[src/rx_mode_bist_consts.svh]
// Offsets, field positions, reset values and timing counts
`ifndef RX_MODE_BIST_CONSTS_SVH
`define RX_MODE_BIST_CONSTS_SVH

`define OFS_RX_MODE 8'h20
`define OFS_SELF_TEST 8'h24
`define OFS_STATUS 8'h2c
`define RX_MODE_RST 8'h20
`define SELF_TEST_RST 8'h08

`define STAT_ACTIVE 0
`define STAT_SETTLE 1
`define STAT_ERR 2
`define STAT_FREQ_OK 3

`define FREQ_RSVD 2'h3
`define CLKSRC_EXT 2'h0
`define BC_DIV_SLOW 4
`define BC_DIV_MID 2

`define CLK_PERIOD_PS 4000
`define BC_FAST_PERIOD_PS 50000
`define BC_FAST_DIV \
  ((`BC_FAST_PERIOD_PS + `CLK_PERIOD_PS - 1) / `CLK_PERIOD_PS)
`define BC_SETTLE_NS 1000
`define BC_SETTLE_CYC \
  ((`BC_SETTLE_NS * 1000 + `CLK_PERIOD_PS - 1) / `CLK_PERIOD_PS)

`endif

[src/rx_mode_bist_pkg.sv]
// Types shared by the mode and self-test register block
package rx_mode_bist_pkg;

  typedef struct packed {
    logic fast;
    logic coax;
    logic repeater;
  } strap_t;

  typedef struct packed {
    logic rate_sel;
    logic audio_auto;
    logic fast_en;
    logic coax;
    logic repeater;
    logic [1:0] rsvd;
  } rx_mode_t;

  typedef struct packed {
    logic [1:0] rsvd;
    logic [1:0] freq;
    logic pin_cfg;
    logic [1:0] clk_src;
    logic en;
  } self_test_t;

  typedef struct packed {
    logic valid;
    logic [1:0] clk_src;
    logic int_clk;
  } remote_cmd_t;

  typedef enum logic [1:0] {
    BUS_IDLE = 2'b00,
    BUS_WRITE = 2'b01,
    BUS_READ = 2'b10
  } bus_state_t;

endpackage

[src/backchan_rate_gen.sv]
// Back-channel bit-rate tick generator
`include "rx_mode_bist_consts.svh"

module backchan_rate_gen #(
  parameter int FAST_DIV = `BC_FAST_DIV
) (
  input wire logic hclk,
  input wire logic hresetn,
  input wire logic osc_div_tick,
  input wire logic rate_sel,
  input wire logic fast_en,
  output logic bc_tick
);

  localparam int CW = $clog2(FAST_DIV + 1);
  localparam logic [CW-1:0] FAST_LAST = CW'(FAST_DIV - 1);
  localparam logic [CW-1:0] SLOW_LAST = CW'(`BC_DIV_SLOW - 1);
  localparam logic [CW-1:0] MID_LAST = CW'(`BC_DIV_MID - 1);

  logic [CW-1:0] cnt;
  logic [1:0] key;
  logic [1:0] key_q;
  logic [CW-1:0] last;

  assign key = fast_en ? 2'b10 : {1'b0, rate_sel};
  assign last = rate_sel ? MID_LAST : SLOW_LAST;

  always_ff @(posedge hclk or negedge hresetn) begin
    if (!hresetn) begin
      cnt <= '0;
      bc_tick <= 1'b0;
      key_q <= 2'b00;
    end else begin
      key_q <= key;
      if (key != key_q) begin
        cnt <= '0;
        bc_tick <= 1'b0;
      end else if (fast_en) begin
        bc_tick <= (cnt == FAST_LAST);
        cnt <= (cnt == FAST_LAST) ? '0 : cnt + 1'b1;
      end else if (osc_div_tick) begin
        bc_tick <= (cnt >= last);
        cnt <= (cnt >= last) ? '0 : cnt + 1'b1;
      end else begin
        bc_tick <= 1'b0;
      end
    end
  end

  property p_fast_period;
    @(posedge hclk) disable iff (!hresetn)
    (fast_en && bc_tick) |-> ##13 (bc_tick || !fast_en);
  endproperty
  a_fast_period: assert property (p_fast_period)
    else $error("fast back-channel tick spacing wrong");

  property p_slow_on_osc;
    @(posedge hclk) disable iff (!hresetn)
    (bc_tick && !fast_en && $past(!fast_en)) |-> $past(osc_div_tick);
  endproperty
  a_slow_on_osc: assert property (p_slow_on_osc)
    else $error("divided tick without oscillator tick");

endmodule

[src/rx_mode_bist_regs.sv]
// Receiver-mode and self-test control registers on AHB-Lite
//
// Chosen here: register access over AHB-Lite.
`include "rx_mode_bist_consts.svh"

module rx_mode_bist_regs #(
  parameter int AUD_W = 2,
  parameter int SETTLE_CYC = `BC_SETTLE_CYC,
  parameter int FAST_DIV = `BC_FAST_DIV
) (
  input wire logic hclk,
  input wire logic hresetn,
  input wire logic hsel,
  input wire logic [31:0] haddr,
  input wire logic [1:0] htrans,
  input wire logic hwrite,
  input wire logic [2:0] hsize,
  input wire logic [31:0] hwdata,
  input wire logic hready,
  output logic hreadyout,
  output logic hresp,
  output logic [31:0] hrdata,
  input wire rx_mode_bist_pkg::strap_t mode_strap_pin,
  input wire logic self_test_pin,
  input wire logic auto_clk_en,
  input wire logic osc_div_tick,
  input wire logic backchan_err,
  input wire logic aux_code_valid,
  input wire logic [AUD_W-1:0] aux_audio_mode,
  output logic backchan_tick,
  output logic backchan_fast_en,
  output logic backchan_settling,
  output logic cable_coax,
  output logic audio_auto,
  output logic [AUD_W-1:0] audio_mode,
  output logic [1:0] osc_rx_clk_freq,
  output logic osc_freq_valid,
  output logic self_test_active,
  output rx_mode_bist_pkg::remote_cmd_t remote_cmd
);

  localparam int SW = 12;
  localparam logic [SW-1:0] SETTLE_LOAD = SW'(SETTLE_CYC);

  rx_mode_bist_pkg::rx_mode_t mode;
  rx_mode_bist_pkg::self_test_t bist;
  rx_mode_bist_pkg::bus_state_t state;
  rx_mode_bist_pkg::bus_state_t next_state;

  logic [7:0] addr_q;
  logic accept;
  logic wr_mode;
  logic wr_bist;
  logic wr_stat;
  logic [31:0] rd_data;
  logic strap_done;
  logic [1:0] rate_key;
  logic [1:0] rate_key_q;
  logic [SW-1:0] settle_cnt;
  logic err_seen;
  logic err_clr;
  logic eff_en;

  ////////////////////////////////////////////////////////////////
  // Bus slave

  assign accept = hsel && hready && htrans[1];

  always_comb begin
    next_state = rx_mode_bist_pkg::BUS_IDLE;
    if (accept) begin
      if (hwrite) begin
        next_state = rx_mode_bist_pkg::BUS_WRITE;
      end else begin
        next_state = rx_mode_bist_pkg::BUS_READ;
      end
    end
  end

  always_ff @(posedge hclk or negedge hresetn) begin
    if (!hresetn) begin
      state <= rx_mode_bist_pkg::BUS_IDLE;
      addr_q <= 8'h00;
      hreadyout <= 1'b1;
      hresp <= 1'b0;
      hrdata <= 32'h0000_0000;
    end else begin
      hresp <= 1'b0;
      case (state)
        rx_mode_bist_pkg::BUS_READ: begin
          hrdata <= rd_data;
          hreadyout <= 1'b1;
          state <= rx_mode_bist_pkg::BUS_IDLE;
        end
        rx_mode_bist_pkg::BUS_IDLE,
        rx_mode_bist_pkg::BUS_WRITE: begin
          state <= next_state;
          if (accept) begin
            addr_q <= haddr[7:0];
          end
          // Reads take one wait state so a write just done shows
          hreadyout <= !(accept && !hwrite);
        end
        default: begin
          state <= rx_mode_bist_pkg::BUS_IDLE;
          hreadyout <= 1'b1;
        end
      endcase
    end
  end

  assign wr_mode = (state == rx_mode_bist_pkg::BUS_WRITE) &&
                   (addr_q == `OFS_RX_MODE);
  assign wr_bist = (state == rx_mode_bist_pkg::BUS_WRITE) &&
                   (addr_q == `OFS_SELF_TEST);
  assign wr_stat = (state == rx_mode_bist_pkg::BUS_WRITE) &&
                   (addr_q == `OFS_STATUS);

  always_comb begin
    rd_data = 32'h0000_0000;
    case (addr_q)
      `OFS_RX_MODE: begin
        rd_data[6:0] = mode;
      end
      `OFS_SELF_TEST: begin
        rd_data[7:0] = bist;
      end
      `OFS_STATUS: begin
        rd_data[`STAT_ACTIVE] = self_test_active;
        rd_data[`STAT_SETTLE] = backchan_settling;
        rd_data[`STAT_ERR] = err_seen;
        rd_data[`STAT_FREQ_OK] = osc_freq_valid;
      end
      default: begin
        rd_data = 32'h0000_0000;
      end
    endcase
  end

  ////////////////////////////////////////////////////////////////
  // Receiver-mode register

  always_ff @(posedge hclk or negedge hresetn) begin
    if (!hresetn) begin
      strap_done <= 1'b0;
    end else begin
      strap_done <= 1'b1;
    end
  end

  always_ff @(posedge hclk or negedge hresetn) begin
    if (!hresetn) begin
      mode <= 7'(`RX_MODE_RST);
    end else if (!strap_done) begin
      mode.fast_en <= mode_strap_pin.fast;
      mode.coax <= mode_strap_pin.coax;
      mode.repeater <= mode_strap_pin.repeater;
    end else if (wr_mode) begin
      mode.rate_sel <= hwdata[6];
      mode.audio_auto <= hwdata[5];
      mode.fast_en <= hwdata[4];
      mode.coax <= hwdata[3];
      mode.rsvd <= hwdata[1:0];
    end
  end

  always_ff @(posedge hclk or negedge hresetn) begin
    if (!hresetn) begin
      cable_coax <= 1'b0;
      backchan_fast_en <= 1'b0;
      audio_auto <= 1'b0;
      audio_mode <= '0;
    end else begin
      cable_coax <= mode.coax;
      backchan_fast_en <= mode.fast_en;
      audio_auto <= mode.audio_auto;
      if (mode.audio_auto && aux_code_valid) begin
        audio_mode <= aux_audio_mode;
      end
    end
  end

  ////////////////////////////////////////////////////////////////
  // Back-channel rate and error masking

  backchan_rate_gen #(
    .FAST_DIV(FAST_DIV)
  ) u_rate (
    .hclk(hclk),
    .hresetn(hresetn),
    .osc_div_tick(osc_div_tick),
    .rate_sel(mode.rate_sel),
    .fast_en(mode.fast_en),
    .bc_tick(backchan_tick)
  );

  assign rate_key = mode.fast_en ? 2'b10 : {1'b0, mode.rate_sel};

  always_ff @(posedge hclk or negedge hresetn) begin
    if (!hresetn) begin
      rate_key_q <= 2'b00;
      settle_cnt <= '0;
      backchan_settling <= 1'b0;
    end else begin
      rate_key_q <= rate_key;
      if (strap_done && rate_key != rate_key_q) begin
        settle_cnt <= SETTLE_LOAD;
        backchan_settling <= 1'b1;
      end else if (settle_cnt != '0) begin
        settle_cnt <= settle_cnt - 1'b1;
        backchan_settling <= (settle_cnt != SW'(1));
      end else begin
        backchan_settling <= 1'b0;
      end
    end
  end

  assign err_clr = wr_stat && hwdata[`STAT_ERR];

  always_ff @(posedge hclk or negedge hresetn) begin
    if (!hresetn) begin
      err_seen <= 1'b0;
    end else if (backchan_err && !backchan_settling) begin
      err_seen <= 1'b1;
    end else if (err_clr) begin
      err_seen <= 1'b0;
    end
  end

  ////////////////////////////////////////////////////////////////
  // Self-test control register

  always_ff @(posedge hclk or negedge hresetn) begin
    if (!hresetn) begin
      bist <= `SELF_TEST_RST;
    end else if (wr_bist) begin
      bist <= hwdata[7:0];
    end
  end

  assign eff_en = bist.pin_cfg ? self_test_pin : bist.en;

  always_ff @(posedge hclk or negedge hresetn) begin
    if (!hresetn) begin
      self_test_active <= 1'b0;
      remote_cmd <= '0;
    end else begin
      self_test_active <= eff_en;
      remote_cmd.valid <= eff_en && !self_test_active;
      if (eff_en && !self_test_active) begin
        remote_cmd.clk_src <= bist.clk_src;
        remote_cmd.int_clk <= (bist.clk_src != `CLKSRC_EXT);
      end
    end
  end

  always_ff @(posedge hclk or negedge hresetn) begin
    if (!hresetn) begin
      osc_freq_valid <= 1'b0;
      osc_rx_clk_freq <= 2'b00;
    end else begin
      osc_freq_valid <= auto_clk_en && (bist.freq != `FREQ_RSVD);
      if (auto_clk_en && (bist.freq != `FREQ_RSVD)) begin
        osc_rx_clk_freq <= bist.freq;
      end
    end
  end

  ////////////////////////////////////////////////////////////////
  // Checks

  property p_strap_fast;
    @(posedge hclk) disable iff (!hresetn)
    $rose(strap_done) |-> mode.fast_en == $past(mode_strap_pin.fast);
  endproperty
  a_strap_fast: assert property (p_strap_fast)
    else $error("fast bit not taken from strap");

  property p_strap_coax;
    @(posedge hclk) disable iff (!hresetn)
    $rose(strap_done) |-> ##1 cable_coax == $past(mode_strap_pin.coax, 2);
  endproperty
  a_strap_coax: assert property (p_strap_coax)
    else $error("cable bit not taken from strap");

  property p_repeater_ro;
    @(posedge hclk) disable iff (!hresetn)
    (strap_done && $past(strap_done)) |-> $stable(mode.repeater);
  endproperty
  a_repeater_ro: assert property (p_repeater_ro)
    else $error("repeater bit changed after strap load");

  property p_audio_follow;
    @(posedge hclk) disable iff (!hresetn)
    (mode.audio_auto && aux_code_valid) |=>
      audio_mode == $past(aux_audio_mode);
  endproperty
  a_audio_follow: assert property (p_audio_follow)
    else $error("audio mode did not follow aux code");

  property p_freq_rsvd;
    @(posedge hclk) disable iff (!hresetn)
    (bist.freq == `FREQ_RSVD) |=> !osc_freq_valid;
  endproperty
  a_freq_rsvd: assert property (p_freq_rsvd)
    else $error("reserved receive clock code applied");

  property p_pin_ctrl;
    @(posedge hclk) disable iff (!hresetn)
    bist.pin_cfg |=> self_test_active == $past(self_test_pin);
  endproperty
  a_pin_ctrl: assert property (p_pin_ctrl)
    else $error("self-test not following pin");

  property p_reg_ctrl;
    @(posedge hclk) disable iff (!hresetn)
    wr_bist |=> ##1 (bist.pin_cfg || self_test_active == $past(hwdata[0], 2));
  endproperty
  a_reg_ctrl: assert property (p_reg_ctrl)
    else $error("self-test not following enable bit");

  property p_send_src;
    @(posedge hclk) disable iff (!hresetn)
    $rose(self_test_active) |->
      remote_cmd.valid && remote_cmd.clk_src == $past(bist.clk_src)
      ##1 !remote_cmd.valid;
  endproperty
  a_send_src: assert property (p_send_src)
    else $error("clock source not sent on enable");

  property p_int_clk;
    @(posedge hclk) disable iff (!hresetn)
    remote_cmd.valid |->
      remote_cmd.int_clk == (remote_cmd.clk_src != `CLKSRC_EXT);
  endproperty
  a_int_clk: assert property (p_int_clk)
    else $error("clock source decode wrong");

  property p_err_mask;
    @(posedge hclk) disable iff (!hresetn)
    (backchan_err && backchan_settling && !err_clr) |=>
      err_seen == $past(err_seen);
  endproperty
  a_err_mask: assert property (p_err_mask)
    else $error("error counted while settling");

  property p_settle_len;
    @(posedge hclk) disable iff (!hresetn)
    (strap_done && rate_key != rate_key_q) |=>
      backchan_settling [*8];
  endproperty
  a_settle_len: assert property (p_settle_len)
    else $error("settle window too short");

  property p_rsvd_store;
    @(posedge hclk) disable iff (!hresetn)
    wr_bist |=> bist.rsvd == $past(hwdata[7:6]);
  endproperty
  a_rsvd_store: assert property (p_rsvd_store)
    else $error("reserved bits not stored");

  property p_fast_out;
    @(posedge hclk) disable iff (!hresetn)
    $changed(mode.rate_sel) && mode.fast_en && $past(mode.fast_en) |=>
      !backchan_settling || $past(backchan_settling);
  endproperty
  a_fast_out: assert property (p_fast_out)
    else $error("rate select acted while fast");

endmodule

[config.mk]
export PLATFORM = sky130hd
export DESIGN_NAME = rx_mode_bist_regs
export DESIGN_NICKNAME = d
export VERILOG_FILES = /design/src/rx_mode_bist_pkg.sv /design/src/backchan_rate_gen.sv /design/src/rx_mode_bist_regs.sv
export VERILOG_INCLUDE_DIRS = /design/src
export SDC_FILE = /design/constraint.sdc
export NUM_CORES = 1
export LEC_CHECK = 0
export BUFFER_PORTS_ARGS = -buffer_cell sky130_fd_sc_hd__clkbuf_2
export CORE_MARGIN = 5
export CORE_UTILIZATION = 30
export DETAILED_ROUTE_END_ITERATION = 12
export PLACE_DENSITY_LB_ADDON = 0.12
export SKIP_LAST_GASP = 1
export SYNTH_ARGS = -nofsm -noshare
export SYNTH_HDL_FRONTEND = slang
export SYNTH_HIERARCHICAL = 1
export SYNTH_SLANG_ARGS = --single-unit
[constraint.sdc]
create_clock -name hclk -period 1.58 [get_ports hclk]
set_input_delay 0 -clock hclk [delete_from_list [all_inputs] [get_ports hclk]]
set_output_delay 0 -clock hclk [all_outputs]
set_load 0.1 [all_outputs]
* Word level (Yosys, flattened, before mapping)
Index checks and enable logic that the tools add are counted.
** Word-level totals
- Flip-flop bits (word level) :: 69
- Logic and storage cells :: 96
** Cells by class
- Reductions and logical operators :: 25
- Eq/ne operators :: 10
- $lt $le $gt $ge :: 1
- Mux-type cells :: 26
- Add/sub/neg operators :: 2
** Operator list (count)
- 8-bit by 6-bit == test with 1-bit output, second input constant :: 3
- 12-bit two-way mux :: 2
- 4-bit two-way mux :: 5
- 2-bit two-way mux :: 7
- 1-bit logical AND :: 12
- 12-bit by 1-bit inequality test with 1-bit output, second input constant :: 1
- 4-bit one-hot mux with 3 select lines :: 1
- 12-bit nonzero test :: 1
- 12-bit by 1-bit subtractor with 12-bit output, second input constant :: 1
- 1-bit two-way mux :: 10
- 3-bit one-hot mux with 2 select lines :: 1
- 2-bit nonzero test :: 3
- 4-bit by 1-bit adder with 4-bit output, second input constant :: 1
- 4-bit == test, second input constant :: 1
- 4-bit >= comparator :: 1
- 1-bit zero test :: 4
- 2-bit inequality test, second input constant :: 2
- 2-bit AND reduction :: 2
- 3-bit nonzero test :: 1
- 2-bit by 1-bit == test with 1-bit output, second input constant :: 1
- 2-bit == test, second input constant :: 1
- 2-bit zero test :: 1
- 2-bit inequality test :: 1
- 2-bit OR reduction :: 1

* Depth between registers and ports, before layout
Gate-level depths: netlist (run 1).
- Depth after elaboration :: 6
- Mapped depth :: 6

* Cells and area by module
The synthesis (run 1) kept the hierarchy.
** By module, submodules not included
- rx_mode_bist_regs :: sequential area each 1580.3 µm², cells an instance 252, area an instance 2962.8 µm², times used 1
- backchan_rate_gen :: sequential area each 175.2 µm², cells an instance 43, area an instance 407.9 µm², times used 1

* Least setup slack after synthesis (run 1)
OpenSTA, ideal clock, no wires.
- Path kind :: reg2reg
- Start :: register, netlist name backchan_fast_en
- End :: register settle_cnt[3]
- Buffers on the path :: 0
- Stages on the path, launching flop included :: 3
- Required time :: 1.414 ns
- Arrival time :: 1.642 ns
- Setup time :: 0.166 ns
- Setup slack :: -0.228 ns
- Cell sequence :: dfrtp_1 o311ai_1 o21ai_0
** RTL lines
- end signal, assigned :: line rx_mode_bist_regs.sv:210 : settle_cnt <= settle_cnt - 1'b1;
- end, declared :: line rx_mode_bist_regs.sv:59 : logic [SW-1:0] settle_cnt;

* Worst setup path after layout (run 1)
- Start :: register addr_q[4]
- End :: register, netlist name mode[4]
** On the way
- Cells in the longest elaborated chain, start to end :: 3
** Ends and longest elaborated chain
- start, declared :: line rx_mode_bist_regs.sv:50 : logic [7:0] addr_q;
- start signal, assigned :: line rx_mode_bist_regs.sv:99 : addr_q <= haddr[7:0];
- 8-bit by 6-bit == test with 1-bit output
- 1-bit logical AND :: line rx_mode_bist_regs.sv:112 : assign wr_mode = (state == rx_mode_bist_pkg::BUS_WRITE) &&
- 2-bit inequality test (no source line)
No other way between the ends.
A chain may end at the register's enable or synchronous reset.

==> results of run 1 <==
[per-layer routing]
layer / wire (um) / vias to the layer above / track usage (%)
met5: 0 / - / 0
met4: 167 / 0 / 6.032
met3: 420 / 12 / 2.141
met2: 3723 / 70 / 19.03
met1: 3705 / 1224 / 16.17
li1: - / 1270 / -
[registers in the layout, indices dropped and copies added (netlist names), 2 cells and up]
register	cells
u_rate/cnt	4
bist	8
mode	7
hrdata	8
osc_rx_clk_freq	2
settle_cnt	12
u_rate/key_q	2
remote_cmd	4
state	2
addr_q	8
audio_mode	2
[report_power, final]
group | leakage (nW) | internal, mW | switching [mW]
Combinational | 1.18 | 0.559 | 1.08
Clock | 0.156 | 1.38 | 0.748
Sequential | 0.839 | 1.98 | 0.165
[stage by stage]
| stage | util [%] | cells | hold slack, ns | power, mW |
|---|---|---|---|---|
| 2_1_floorplan | - | 319 | -0.2956 | 3.293 |
| 3_3_place_gp | 36.81 | 523 | 0.05956 | 3.706 |
| 3_5_place_dp | 36.81 | 523 | 0.05939 | 3.705 |
| 4_1_cts | 42.47 | 567 | 0.005640 | 5.938 |
| 5_1_grt | 43.60 | 573 | 0.01752 | 6.190 |
| 6_report | 43.60 | 573 | 0.01199 | 5.910 |
[cell families after synthesis]
group | after synthesis | share of synthesized area [%]
compound gates | 45 | 8.686
xor+xnor | 4 | 1.040
fa+ha+maj | 6 | 2.227
buf+inv | 43 | 8.166
flops | 70 | 52.08
mux | 37 | 11.95
other cells | 2 | 0.2228
simple gates | 88 | 15.63
[cell usage in the layout (no fill, tap or decap), types with 5 or more instances in the layout]
master and count:
dfrtp_1 65, mux2_2 25, nor2_1 13, clkbuf_16 9, conb_1 26, nand3_1 7
mux2i_1 11, o21ai_1 5, clkbuf_2 54, a21oi_1 7, nand4_1 5, inv_1 11
dlygate4sd3_1 26, nor2b_1 5, buf_4 46, nand2_1 16, o21ai_0 9, nand2b_1 5
[worst max-delay path, stage by stage, from the launching register on]
cell	delay, ns
dfrtp_1	0.38
or4b_4	0.59
nor4b_4	0.31
buf_4	0.16
mux2i_1	0.16
a21oi_1	0.07
[timing repair]
action,CTS,global route
cloned,0,0
resized for setup,5,21
endpoints found under the setup margin,28,37
pin swaps,4,14
hold buffers,26,0
setup buffers,2,6
endpoints found under the hold margin,98,0
[area by class of cell]
type | count | area (um^2) | share of cell area, %
sequential | 70 | 1758 | 36.87
multi-input combinational | 206 | 1562 | 32.75
clock inverter | 6 | 87.58 | 1.837
clock buffer | 10 | 229.0 | 4.802
tap | 140 | 175.2 | 3.674
timing repair buffer | 129 | 912.1 | 19.13
inverter | 12 | 45.04 | 0.9446
[worst max-delay path by stage]
| stage | end | depth (start not counted) | startpoint |
|---|---|---|---|
| floorplan | mode[0] | 4 | addr_q[4] |
| global placement | mode[6] | 4 | addr_q[4] |
| detailed placement | mode[0] | 4 | addr_q[4] |
| CTS | mode[6] | 5 | addr_q[0] |
| global route | mode[4] | 5 | addr_q[4] |
| finish | mode[4] | 5 | addr_q[4] |
==> reports/metrics.cfg, run 1 <==
[global_route]
grt_usage_pct=12.14
grt.overflow.total=0
antenna_found_initial=0
grt_pass1_wl_um=12610
grt_pass1_vias=2557
grt_max_degree=71

[setup_path]
endpoint_kind=flip-flop
cp-start-kind=flip-flop
cp_max_fo=4
crit_required_ns=1.78
reg2regPathDepth=5
arrival_ns=2.00
ff2ff_setup_slack_ns=-0.22
r2r_end=mode[4]
r2r_start=addr_q[4]
critPathKind=reg2reg

[timing]
hold_violations=0
finalSetupViolCount=28
rsz0062_at_grt=yes
relSlewSlack_pct=63.48
fin_crit_sh_pct=114.2
finalCriticalPeriod_ns=1.804
worst_slack_ns=-0.2238
setup_tns_ns=-3.859
max_freq_mhz=554.4
tightest_slew_ns=0.5501
slew_viol_final=0
skew_ns=0.006931

[floorplanning]
rows=38
fp.coreArea_um2=10940
boundaryPins=133
initial_core_util_pct=30.82
die_width_um=116
dieArea_um2=13460
chipHeight_um=116

[yosys]
synthTopCellsByArea=dfrtp_1 50%, mux2_2 8.7%, buf_4 5.8%, mux2i_1 3.3%, dfstp_2 2.3%
synth_edf_count=0
synth_cell_type_count=54
synth_seq_cells=70
synth_area_per_cell_um2=11.43
ys.flop_type=dfrtp_1
synth_warnings=6
ys_top_cells_by_count=67 x dfrtp_1, 26 x buf_4, 26 x mux2_2
yosysSeqAreaShare_pct=52.08
syn-cell-area_um2=3371
synth.most_common_cell=dfrtp_1
synthCells=295
synth_top_area_cell=dfrtp_1
synth_top_area_share_pct=49.74
async_reset_ff_share_pct=100.0

[clocking]
cts-htree-levels=3
cts_tree=yes
cts.sinks=70
clkLatencyLatePin_ns=0.33
cts-root-buf=clkbuf_16
cts_made_buffers=9
clkTransAtPathRegs_ns=0.06
clock_path_buffers=2

[power_and_ir_drop]
p_per_area_nw_per_um2=1240
power_leakage_nw=2.170
peakVddDrop_v=0.0005812

[worst_hold_path]
hp-start=osc_div_tick
min_to=u_rate/bc_tick
min_path_type=in2reg
hold_depth=4

[final_layout]
antenna_cells=0
n_fill_cell=1067
stdcell_area_um2=4768
drive_above_1_share_pct=42.03
area_growth_pct=41.46
nets=518

[placement]
gp_congestion=0.7239
dpl-instance-area_um2=4025
dp_slack_ns=-0.2479
dp_hpwl_um=5839
io_buffers=55

[routing]
ant_nets=0
drt-vias-per-instance=4.496
drt_first_pass_iters=4
remaining_drc_errors=0
wirelength_um=8016
routedWlPerCell_um=13.99
via_count=2576
drt_iter0_markers=43

[flow_run]
maxCapViolations=0

[status]
outcome=finished, violations left
violations=negative setup slack

Note: power is estimated with default switching activity, not from simulation.
==> inputs of run 2 (changes only) <==
ABC_AREA = 1   (was default)
==> reports/metrics.cfg, run 2 <==
[yosys]
ys.flop_type=dfrtp_1
synth_warnings=6
yosysSeqAreaShare_pct=49.63
synth_cell_type_count=33
synth_edf_count=0
synthCells=430
async_reset_ff_share_pct=100.0
syn-cell-area_um2=3537
synth_seq_cells=70
synth_area_per_cell_um2=8.226
synth.most_common_cell=nand2_1
synthTopCellsByArea=dfrtp_1 47%, nand2_1 11%, nand3_1 6.9%, buf_4 5.3%, inv_1 5.2%
synth_top_area_cell=dfrtp_1
ys_top_cells_by_count=100 x nand2_1, 67 x dfrtp_1, 49 x inv_1, 49 x nand3_1, 49 x nor2_1
synth_top_area_share_pct=47.40

[worst_hold_path]
min_to=state[1]
hold_depth=3
hp-start=hready
min_path_type=in2reg

[clocking]
cts-htree-levels=3
cts_tree=yes
clkLatencyLatePin_ns=0.32
cts.sinks=70
clkTransAtPathRegs_ns=0.06
clock_path_buffers=2
cts-root-buf=clkbuf_16
cts_made_buffers=9

[final_layout]
area_growth_pct=30.67
n_fill_cell=1202
final_cell_mix=99 x nand2_1, 66 x dfrtp_1, 54 x clkbuf_2
largest_register_ffs=12
stdcell_area_um2=4622
antenna_cells=0
layout_commonest_cell=nand2_1
nets=625
drive_above_1_share_pct=22.59
regMostFlops=settle_cnt

[timing]
rsz0062_at_grt=yes
setup_tns_ns=0
relSlewSlack_pct=63.09
finalSetupViolCount=0
fin_crit_sh_pct=91.99
worst_slack_ns=0.1266
skew_ns=0.005543
finalCriticalPeriod_ns=1.453
slew_viol_final=0
hold_violations=0
tightest_slew_ns=0.5560
max_freq_mhz=688.0

[setup_path]
arrival_ns=1.67
r2r_end=settle_cnt[9]
reg2regPathDepth=6
endpoint_kind=flip-flop
r2r_start=settle_cnt[1]
crit_required_ns=1.79
ff2ff_setup_slack_ns=0.13
critPathKind=reg2reg
cp_max_fo=3
cp-start-kind=flip-flop

[global_route]
grt_max_degree=71
grt_pass1_vias=2861
grt_pass1_wl_um=13450
grt_usage_pct=11.57
antenna_found_initial=0
grt.overflow.total=0

[floorplanning]
boundaryPins=133
chipHeight_um=118.6
fp.coreArea_um2=11470
die_width_um=118.6
dieArea_um2=14060
rows=39
initial_core_util_pct=30.85

[routing]
via_count=2865
wl_met3_um=361
remaining_drc_errors=0
drt-vias-per-instance=4.195
wl_met1_um=3745
ant_nets=0
wirelength_um=7859
drt_iter0_markers=111
highest_layer=met4
routedWlPerCell_um=11.51
drt_first_pass_iters=4
route.met2.wl_um=3680

[flow_run]
maxCapViolations=0

[power_and_ir_drop]
finalPower_mw=5.468
power_leakage_nw=2.411
p_per_area_nw_per_um2=1183
peakVddDrop_v=0.0004848

[placement]
dpl-instance-area_um2=3990
gp_congestion=0.7625
io_buffers=55
dp_slack_ns=0.1085
dp_hpwl_um=5927

[status]
outcome=finished, final reports clean

## run 2: per-layer routing
layer,track usage (%),up-vias
met2,18.95,52
met5,0,-
met3,3.200,7
met1,15.05,1300
li1,-,1506
met4,3.189,0
## run 2: what timing repair did
| item | in CTS | in global routing |
|---|---|---|
| endpoints found under the setup margin | 0 | 7 |
| buffers inserted | 0 | 2 |
| hold endpoints to repair | 98 | 0 |
| resized for setup | 0 | 2 |
| hold buffers | 28 | 0 |
## run 2: layout make-up
type,instances,area [um^2],area share [%]
inverters,56,210.2,4.548
repair buffers,100,695.7,15.05
multi-input cells,298,1449,31.35
flip-flops and latches,70,1757,38.01
well taps,143,178.9,3.871
clock inverters,4,95.09,2.057
clock buffers,12,236.5,5.116
## run 2: kinds of logic (layout without fill, tap and decap cells)
| group | Yosys count | after routing | synth area share [%] |
|---|---|---|---|
| xor+xnor | 4 | 4 | 0.9906 |
| mux | 3 | 3 | 0.9550 |
| simple gates | 228 | 228 | 29.22 |
| compound gates | 31 | 31 | 4.775 |
| flops | 70 | 70 | 49.63 |
| other cells | 2 | 26 | 0.2123 |
| fa+ha+maj | 6 | 6 | 2.122 |
| buf+inv | 86 | 172 | 12.10 |
## run 2: stage by stage
step	cells	utilization (%)	hold slack, ns
after CTS	681	40.13	0.003160
after detailed placement	637	34.80	0.06284
final	683	40.31	0.006306
after floorplan	454	-	-0.2956
after global routing	683	40.31	0.01759
after global placement	637	34.80	0.05867
## run 2: where the power goes
part / internal, mW / total, mW / switching [mW]
sequential: 1.93 / 2.04 / 0.109
clock: 1.54 / 2.27 / 0.724
combinational: 0.315 / 1.16 / 0.844
## run 2: how the worst max path moves through the flow
stage	from	endpoint	slack, ns	cells past startpoint
2_1_floorplan	self_test_active	remote_cmd[0]	0.15	4
3_3_place_gp	settle_cnt[1]	settle_cnt[11]	0.10	6
3_5_place_dp	settle_cnt[1]	settle_cnt[9]	0.11	6
4_1_cts	settle_cnt[1]	settle_cnt[9]	0.09	6
5_1_grt	settle_cnt[1]	settle_cnt[9]	-0.01	6
6_report	settle_cnt[1]	settle_cnt[9]	0.13	6
## run 2: critical path, cell delays in order, from the launching register on
cell     delay, ns
dfrtp_1       0.39
inv_1         0.10
ha_1          0.18
nand2_1       0.06
nor3_1        0.33
and2_1        0.23
nor2_1        0.06
